===== src/logic/sfpf_pkg.sv =====
// Constants shared by the programmable-flag FIFO and its register slave.
`default_nettype none
package sfpf_pkg;
    // Storage depth is two to this power; 6 to 13 give the 64 to 8K word variants.
    localparam int DEPTH_LOG2 = 6;
    localparam int WORD_W = 9;
    localparam int OFF_W = 9;
    localparam logic [8:0] OFFSET_RESET = 9'h007;
    localparam int AXI_AW = 8;
    localparam logic [7:0] CTRL_OFFSET = 8'h00;
    localparam logic [7:0] STATUS_OFFSET = 8'h04;
    localparam logic [7:0] LEVEL_OFFSET = 8'h08;
    localparam logic [7:0] OFFSETS_OFFSET = 8'h0C;
    localparam int CTRL_FLUSH_BIT = 0;
    localparam int STATUS_EMPTY_BIT = 0;
    localparam int STATUS_FULL_BIT = 1;
    localparam int STATUS_AE_BIT = 2;
    localparam int STATUS_AF_BIT = 3;
    localparam int STATUS_DUAL_BIT = 4;
    localparam int OFFSETS_AF_POS = 16;
    localparam logic [1:0] RESP_OKAY = 2'h0;
    localparam logic [1:0] RESP_SLVERR = 2'h2;
endpackage : sfpf_pkg
`default_nettype wire


===== src/logic/sfpf_fifo.sv =====
// Synchronous 9-bit FIFO with programmable almost flags and an AXI4-Lite status slave.
// Behaviour
// - Nine-bit word in and out; depth set by a power of two from 64 to 8K.
// - Dual-enable mode stores a word when enable A is low and the dual pin high.
// - Held enables store one word on every clock with no idle cycles.
// - Writes are ignored while the full flag is low.
// - Dual pin sampled at reset picks second write enable or offset-load control.
// - Flag mode stores a word when enable A is low, not loading, and not full.
// - Load control low makes write edges fill the flag-offset register instead.
// - Load control low makes read edges output the flag-offset register instead.
// - Both read enables low and not empty outputs the oldest word and removes it.
// - Empty flag is low whenever nothing is stored, updated on the read clock.
// - Full flag is low whenever the buffer is full, updated on the write clock.
// - Almost-empty goes low when the count is at or below its offset.
// - Almost-full goes low when free space is at or below its offset.
// - After reset both offsets are seven words.
// - Offsets are settable in single-word steps.
// - Empty and almost-empty change only on read clock edges.
// - Full and almost-full change only on write clock edges.
// - Every flag holds a new value for at least one clock.
// - Reset empties the buffer and sets the flags to match.
// - Output enable low drives the data outputs; high releases them.
// - Read and write may happen in the same cycle on the shared clock.
`default_nettype none
module sfpf_fifo #(
    parameter int ADDR_W = sfpf_pkg::DEPTH_LOG2
) (
    input wire logic aclk,
    input wire logic aresetn,
    input wire logic [8:0] wr_word,
    input wire logic wr_en_a_n,
    input wire logic wr_en_b_or_load_n,
    input wire logic rd_en_a_n,
    input wire logic rd_en_b_n,
    input wire logic output_enable_n,
    output logic [8:0] rd_word,
    output logic rd_word_oe,
    output logic empty_n,
    output logic full_n,
    output logic almost_empty_n,
    output logic almost_full_n,
    input wire logic [7:0] s_axi_awaddr,
    input wire logic s_axi_awvalid,
    output logic s_axi_awready,
    input wire logic [31:0] s_axi_wdata,
    input wire logic [3:0] s_axi_wstrb,
    input wire logic s_axi_wvalid,
    output logic s_axi_wready,
    output logic [1:0] s_axi_bresp,
    output logic s_axi_bvalid,
    input wire logic s_axi_bready,
    input wire logic [7:0] s_axi_araddr,
    input wire logic s_axi_arvalid,
    output logic s_axi_arready,
    output logic [31:0] s_axi_rdata,
    output logic [1:0] s_axi_rresp,
    output logic s_axi_rvalid,
    input wire logic s_axi_rready
);
    localparam logic [ADDR_W:0] DEPTH_CNT = (ADDR_W + 1)'(1 << ADDR_W);

    typedef struct packed {
        logic dual_mode;
        logic [ADDR_W-1:0] wptr;
        logic [ADDR_W-1:0] rptr;
        logic [ADDR_W:0] count;
        logic [8:0] rd_word;
        logic [8:0] ae_off;
        logic [8:0] af_off;
        logic ld_sel;
        logic rd_sel;
        logic empty_n;
        logic full_n;
        logic almost_empty_n;
        logic almost_full_n;
        logic flush;
        logic aw_got;
        logic [7:0] aw_addr;
        logic w_got;
        logic [31:0] w_data;
        logic [3:0] w_strb;
        logic bvalid;
        logic [1:0] bresp;
        logic rvalid;
        logic [31:0] rdata;
        logic [1:0] rresp;
    } sfpf_state_s;

    sfpf_state_s st;
    sfpf_state_s next_st;
    logic [8:0] mem [1 << ADDR_W];
    logic [8:0] mem_q;
    logic loading;
    logic wr_req;
    logic wr_fire;
    logic rd_req;
    logic rd_fire;
    logic ld_wr;
    logic ld_rd;

    // Both thresholds compare in a common width so any depth fits an offset.
    function automatic logic sfpf_at_or_below(input logic [ADDR_W:0] lvl, input logic [8:0] off);
        return 16'(lvl) <= 16'(off);
    endfunction

    function automatic logic sfpf_hit(input logic [7:0] addr, input logic [7:0] offset);
        return addr[7:2] == offset[7:2];
    endfunction

    function automatic logic [31:0] sfpf_read_reg(input sfpf_state_s s, input logic [7:0] addr);
        logic [31:0] v;
        v = 32'h0000_0000;
        if (sfpf_hit(addr, sfpf_pkg::STATUS_OFFSET)) begin
            v[sfpf_pkg::STATUS_EMPTY_BIT] = s.empty_n;
            v[sfpf_pkg::STATUS_FULL_BIT] = s.full_n;
            v[sfpf_pkg::STATUS_AE_BIT] = s.almost_empty_n;
            v[sfpf_pkg::STATUS_AF_BIT] = s.almost_full_n;
            v[sfpf_pkg::STATUS_DUAL_BIT] = s.dual_mode;
        end else if (sfpf_hit(addr, sfpf_pkg::LEVEL_OFFSET)) begin
            v[ADDR_W:0] = s.count;
        end else if (sfpf_hit(addr, sfpf_pkg::OFFSETS_OFFSET)) begin
            v[8:0] = s.ae_off;
            v[sfpf_pkg::OFFSETS_AF_POS +: 9] = s.af_off;
        end
        return v;
    endfunction

    function automatic logic sfpf_mapped(input logic [7:0] addr);
        return sfpf_hit(addr, sfpf_pkg::CTRL_OFFSET) || sfpf_hit(addr, sfpf_pkg::STATUS_OFFSET)
            || sfpf_hit(addr, sfpf_pkg::LEVEL_OFFSET) || sfpf_hit(addr, sfpf_pkg::OFFSETS_OFFSET);
    endfunction

    assign mem_q = mem[st.rptr];
    assign loading = !st.dual_mode && !wr_en_b_or_load_n;
    assign wr_req = !wr_en_a_n && wr_en_b_or_load_n;
    assign wr_fire = wr_req && st.full_n;
    assign rd_req = !rd_en_a_n && !rd_en_b_n;
    assign rd_fire = rd_req && st.empty_n && !loading;
    assign ld_wr = loading && !wr_en_a_n;
    assign ld_rd = loading && rd_req;

    always_comb begin
        next_st = st;
        next_st.flush = 1'b0;
        if (wr_fire) begin
            next_st.wptr = st.wptr + 1'b1;
        end
        if (rd_fire) begin
            next_st.rptr = st.rptr + 1'b1;
            next_st.rd_word = mem_q;
        end
        // A push and a pop on the same edge cancel, so the level stays put.
        if (wr_fire && !rd_fire) begin
            next_st.count = st.count + 1'b1;
        end else if (rd_fire && !wr_fire) begin
            next_st.count = st.count - 1'b1;
        end
        if (ld_wr) begin
            if (st.ld_sel) begin
                next_st.af_off = wr_word;
            end else begin
                next_st.ae_off = wr_word;
            end
            next_st.ld_sel = !st.ld_sel;
        end
        if (ld_rd) begin
            next_st.rd_word = st.rd_sel ? st.af_off : st.ae_off;
            next_st.rd_sel = !st.rd_sel;
        end
        if (st.flush) begin
            next_st.wptr = '0;
            next_st.rptr = '0;
            next_st.count = '0;
        end
        // Flags come from the next level so they move on the same edge as the pointers.
        next_st.empty_n = next_st.count != '0;
        next_st.full_n = next_st.count != DEPTH_CNT;
        next_st.almost_empty_n = !sfpf_at_or_below(next_st.count, next_st.ae_off);
        next_st.almost_full_n = !sfpf_at_or_below(DEPTH_CNT - next_st.count, next_st.af_off);
        if (s_axi_awvalid && s_axi_awready) begin
            next_st.aw_got = 1'b1;
            next_st.aw_addr = s_axi_awaddr;
        end
        if (s_axi_wvalid && s_axi_wready) begin
            next_st.w_got = 1'b1;
            next_st.w_data = s_axi_wdata;
            next_st.w_strb = s_axi_wstrb;
        end
        if (st.aw_got && st.w_got) begin
            next_st.aw_got = 1'b0;
            next_st.w_got = 1'b0;
            next_st.bvalid = 1'b1;
            next_st.bresp = sfpf_mapped(st.aw_addr) ? sfpf_pkg::RESP_OKAY : sfpf_pkg::RESP_SLVERR;
            if (sfpf_hit(st.aw_addr, sfpf_pkg::CTRL_OFFSET) && st.w_strb[0]) begin
                next_st.flush = st.w_data[sfpf_pkg::CTRL_FLUSH_BIT];
            end
        end else if (st.bvalid && s_axi_bready) begin
            next_st.bvalid = 1'b0;
        end
        if (s_axi_arvalid && s_axi_arready) begin
            next_st.rvalid = 1'b1;
            next_st.rdata = sfpf_read_reg(st, s_axi_araddr);
            next_st.rresp = sfpf_mapped(s_axi_araddr) ? sfpf_pkg::RESP_OKAY : sfpf_pkg::RESP_SLVERR;
        end else if (st.rvalid && s_axi_rready) begin
            next_st.rvalid = 1'b0;
        end
        if (!aresetn) begin
            next_st = '0;
            // The reset is synchronous, so the strap is simply caught on each reset edge.
            next_st.dual_mode = wr_en_b_or_load_n;
            next_st.ae_off = sfpf_pkg::OFFSET_RESET;
            next_st.af_off = sfpf_pkg::OFFSET_RESET;
            next_st.almost_empty_n = 1'b0;
            next_st.almost_full_n = 1'b1;
            next_st.full_n = 1'b1;
        end
    end

    always_ff @(posedge aclk) begin
        st <= next_st;
    end

    // Storage is not cleared; an empty pointer pair makes old words unreachable.
    always_ff @(posedge aclk) begin
        if (wr_fire && aresetn) begin
            mem[st.wptr] <= wr_word;
        end
    end

    assign rd_word = st.rd_word;
    assign rd_word_oe = !output_enable_n;
    assign empty_n = st.empty_n;
    assign full_n = st.full_n;
    assign almost_empty_n = st.almost_empty_n;
    assign almost_full_n = st.almost_full_n;
    assign s_axi_awready = !st.aw_got && !st.bvalid;
    assign s_axi_wready = !st.w_got && !st.bvalid;
    assign s_axi_bvalid = st.bvalid;
    assign s_axi_bresp = st.bresp;
    assign s_axi_arready = !st.rvalid;
    assign s_axi_rvalid = st.rvalid;
    assign s_axi_rdata = st.rdata;
    assign s_axi_rresp = st.rresp;
endmodule // sfpf_fifo
`default_nettype wire


===== config.mk =====
export PLATFORM = sky130hd
export DESIGN_NAME = sfpf_fifo
export DESIGN_NICKNAME = d
export VERILOG_FILES = /design/src/logic/sfpf_pkg.sv /design/src/logic/sfpf_fifo.sv
export SDC_FILE = /design/constraint.sdc
export NUM_CORES = 1
export LEC_CHECK = 0
export ABC_AREA = 1
export BUFFER_PORTS_ARGS = -buffer_cell sky130_fd_sc_hd__buf_4
export CAP_MARGIN = 25
export CORE_MARGIN = 2
export CORE_UTILIZATION = 45
export CTS_BUF_LIST = sky130_fd_sc_hd__clkbuf_16
export CTS_CLUSTER_SIZE = 24
export DETAILED_ROUTE_END_ITERATION = 6
export GPL_ROUTABILITY_DRIVEN = 0
export SLEW_MARGIN = 20
export SYNTH_ARGS = -nofsm -noshare
export SYNTH_HDL_FRONTEND = slang
export SYNTH_SLANG_ARGS = --single-unit
export TNS_END_PERCENT = 50

===== constraint.sdc =====
create_clock -name aclk -period 7.53 [get_ports aclk]
set_input_delay 1.506 -clock aclk [delete_from_list [all_inputs] [get_ports aclk]]
set_output_delay 1.506 -clock aclk [all_outputs]
set_load 0.05 [all_outputs]

==> results.md <==
* Io pins at 128
* CTS max path bufs at 3
* Max stage delay on crit path at 0.81 ns
* Fin crit period at around 4.0 ns
* CP Cell Sequence: clkinv_8, buf_6, nand2_1, nand3_1, nand3_1, nand3_1, nand2_1, nand2_1, nand3_1, nand3_1, nand2_1, a21oi_1
* Total power at around 7.7 mW
* Routed len/inst at roughly 21 um
* Critical-path top delay cell: dfxtp_4
* Setup ws final at between 3 and 4 ns
* Area Growth Syn to Fin at 9.853%
* Setup TNS at 0 ns
* Achievable Freq at about 250 MHz
* Final setup fails at 0
* DRC at 0
* All-layer global routing usage at between 20% and 30%
* Ys Warns at 0
* Antenna diode count at 0
* Drt pass-1 iters at 5
* Vias/cell at 5.438
* First-pass GRT wire length at 109,200 um
* Crit end category: flip-flop
* Leakage dissipation at about 11 nW
* Non-Filler Instances at 3,489
* Yosys top cell area share at between 60% and 70%
* Critical path depth in cells at 12
* Setup Fix Bufs, Post-CTS at 0
* Final ANT Viol Nets at 0
* Clock skew after layout at 0.03624 ns
* Worst-Skew Late Latency at just over 0.6 ns
* Post-synth ARST share at 0%
* Unrepaired setup endpoints after global routing: false
* Slew Limit Headroom at about a third
* Critical path's most frequent cell: nand3_1
* Worst Hold Class: flip-flop to flip-flop
* Synth top cells by count: nand2_1, edfxtp_1, nand3_1
* Crit Path Max Fanout at 187
* Post-synthesis sequential area ratio at 68.02%
* Final hold violations at 0
* Final Max Slew Viols at 0
* Slack of the worst reg-to-reg path at about 3.5 ns
* VDD IR max at around 0.19 mV
* Number of global-route vias before repair at about 18,000
* Nets at 2,688
* Dpl hpwl at ~42,000 um
* Slew @ Worst Pin at 1.017 ns
* Seq cells post-synth at around 670
* Via count at approximately 19,000
* Area leader, netlist: edfxtp_1
* CP Launch Type: flip-flop
* Hold WS at around 0.47 ns
* Grt total ovfl at 0
* Iter 0 DRT Violations at between 1,500 and 2,000
* R2r worst-path depth at 12
* Post-synth top flop: edfxtp_1
* Power density over the cells at 249.1 nW/um^2
* Post-synth cell types at 45
* DP Worst Slack at approximately 3.0 ns
* Synthesized area per cell at approximately 11 um^2
* Placed cells at approximately 3,400
* CP Data Required Time at approximately 8.0 ns
* CP delay by family, top: buffers and inverters
* Synth Cell Area at roughly 28,000 um^2
* Data arrival, critical path at between 4 and 5 ns
* Die area at between 60,000 and 70,000 um^2
* PortBufs at between 70 and 80
* # rows at 91
* # Max-Cap Violations at 0
* H-Tree Depth at 3
* CTS buffer count at 70
* Die X at between 200 and 300 um
* Clk slew on worst S/H paths at approximately 0.060 ns
* Post-synth EDFFs at 577
* Largest net degree at the start of global routing at 188
* CTS Hold Buffers Added at 0
* Worst r2r dst: rd_word[4]$_SDFFE_PN0P_
* Starting Density at between 40% and 50%
* Outcome: finished clean
* Crit share post-route at between 50% and 60%
* # fillers at 5,466
* Routed WL at ~73,000 um
* Post-CTS sizing at 0
* Clock sink count at 668
* Crit path to: rd_word[4]$_SDFFE_PN0P_
* Initial antenna violation count at 0
* CORE AREA at about 62,000 um^2
* CTS tree: done
* Most common cell in the synthesized netlist: nand2_1
* Mapped Cells at between 2,000 and 3,000
* Buffers & Inverters on Critical Path at 2
* Die Y at around 250 um
* Root Driver: clkbuf_16
* Fraction of layout instances using a drive strength above 1 at between 7 and 8%
* Crit path kind: flip-flop to flip-flop
* Ranking of synthesized cells by area: edfxtp_1, nand2_1, nand3_1
==> worst reg2reg max path, stage by stage (launching register included) <==
cell and delay [ns]:
dfxtp_4 0.81, clkinv_8 0.79, buf_6 0.82, nand2_1 0.19, nand3_1 0.10, nand3_1 0.18, nand3_1 0.11, nand2_1 0.14
nand2_1 0.08, nand3_1 0.18, nand3_1 0.18, nand2_1 0.16, a21oi_1 0.08
==> where the power goes <==
part	internal [mW]	total [mW]	switching (mW)
clock network	1.75	3.16	1.40
logic	0.126	0.479	0.353
registers	4.04	4.07	0.0277
total	5.92	7.70	1.78
==> cell families (layout without fill, tap and decap cells) <==
logic type                 after synthesis  in the layout  synth area share (%)
buffers and inverters                  267            304                 5.151
adders and majority gates               19             19                0.8445
DFF                                    668            668                 68.02
muxes                                   11             11                0.3911
other                                    1             16               0.01332
AOI/OAI and AO/OA                      127            127                 2.422
and+or+nand+nor                       1502           1502                 23.00
xor gates and xnor gates                 5              5                0.1555
==> metrics by stage <==
step	utilization, %	area (um^2)
2_1_floorplan	-	28210
3_3_place_gp	46.61	28820
3_5_place_dp	46.63	28830
4_1_cts	49.98	30900
5_1_grt	50.02	30930
6_report	50.02	30930
==> sequential cells by signal (all words and copies together) (netlist names), named ones only <==
signal,flops
almost_empty_n,1
almost_full_n,1
empty_n,1
full_n,1
mem,576
rd_word,9
s_axi_bresp,1
s_axi_bvalid,1
s_axi_rdata,18
s_axi_rresp,1
s_axi_rvalid,1
st,51
==> metal layers <==
metal / GRT usage (%) / vias to the layer above / wire, um
met1: 31.37 / 9179 / 31270
met2: 35.78 / 681 / 33930
met5: 0 / - / 0
li1: - / 8968 / -
met3: 3.585 / 144 / 5068
met4: 8.639 / 0 / 2245
==> layout make-up <==
class	count	area (um^2)	share of cell area, %
clock buffers	73	1827	5.907
repair buffers	94	713.2	2.306
well taps	837	1047	3.386
multi-input cells	1680	7610	24.61
inverters	82	324.1	1.048
flip-flops and latches	668	19160	61.95
clock inverters	55	247.7	0.8011
==> layout by cell type (no fill, tap or decap), types with 3 or more instances in the layout <==
cell type / count
inv_2: 4
edfxtp_1: 577
o21ai_0: 40
ha_1: 19
nand2_1: 773
inv_1: 92
nor2_1: 131
clkinv_2: 12
nand2_2: 3
a21oi_1: 64
a31oi_1: 7
clkinv_1: 21
clkbuf_16: 73
conb_1: 16
o21a_1: 6
nand4_1: 8
nor3_1: 11
nor2_2: 3
inv_6: 4
nand3_1: 561
buf_4: 92
dfxtp_1: 88
xor2_1: 4
mux2i_1: 11
nand3_2: 3
==> worst min-delay path by stage <==
stage                        startpoint                   to  slack (ns)  cells past startpoint
global placement    st[78]$_SDFFE_PN0P_  st[78]$_SDFFE_PN0P_        0.45                      2
floorplan           st[77]$_SDFFE_PN0P_  st[77]$_SDFFE_PN0P_        0.43                      2
detailed placement  st[77]$_SDFFE_PN0P_  st[77]$_SDFFE_PN0P_        0.46                      2
CTS                 st[77]$_SDFFE_PN0P_  st[77]$_SDFFE_PN0P_        0.47                      2
global route        st[78]$_SDFFE_PN0P_  st[78]$_SDFFE_PN0P_        0.48                      2
finish              st[78]$_SDFFE_PN0P_  st[78]$_SDFFE_PN0P_        0.47                      2
No activity file was read; power rests on OpenSTA's default activity.
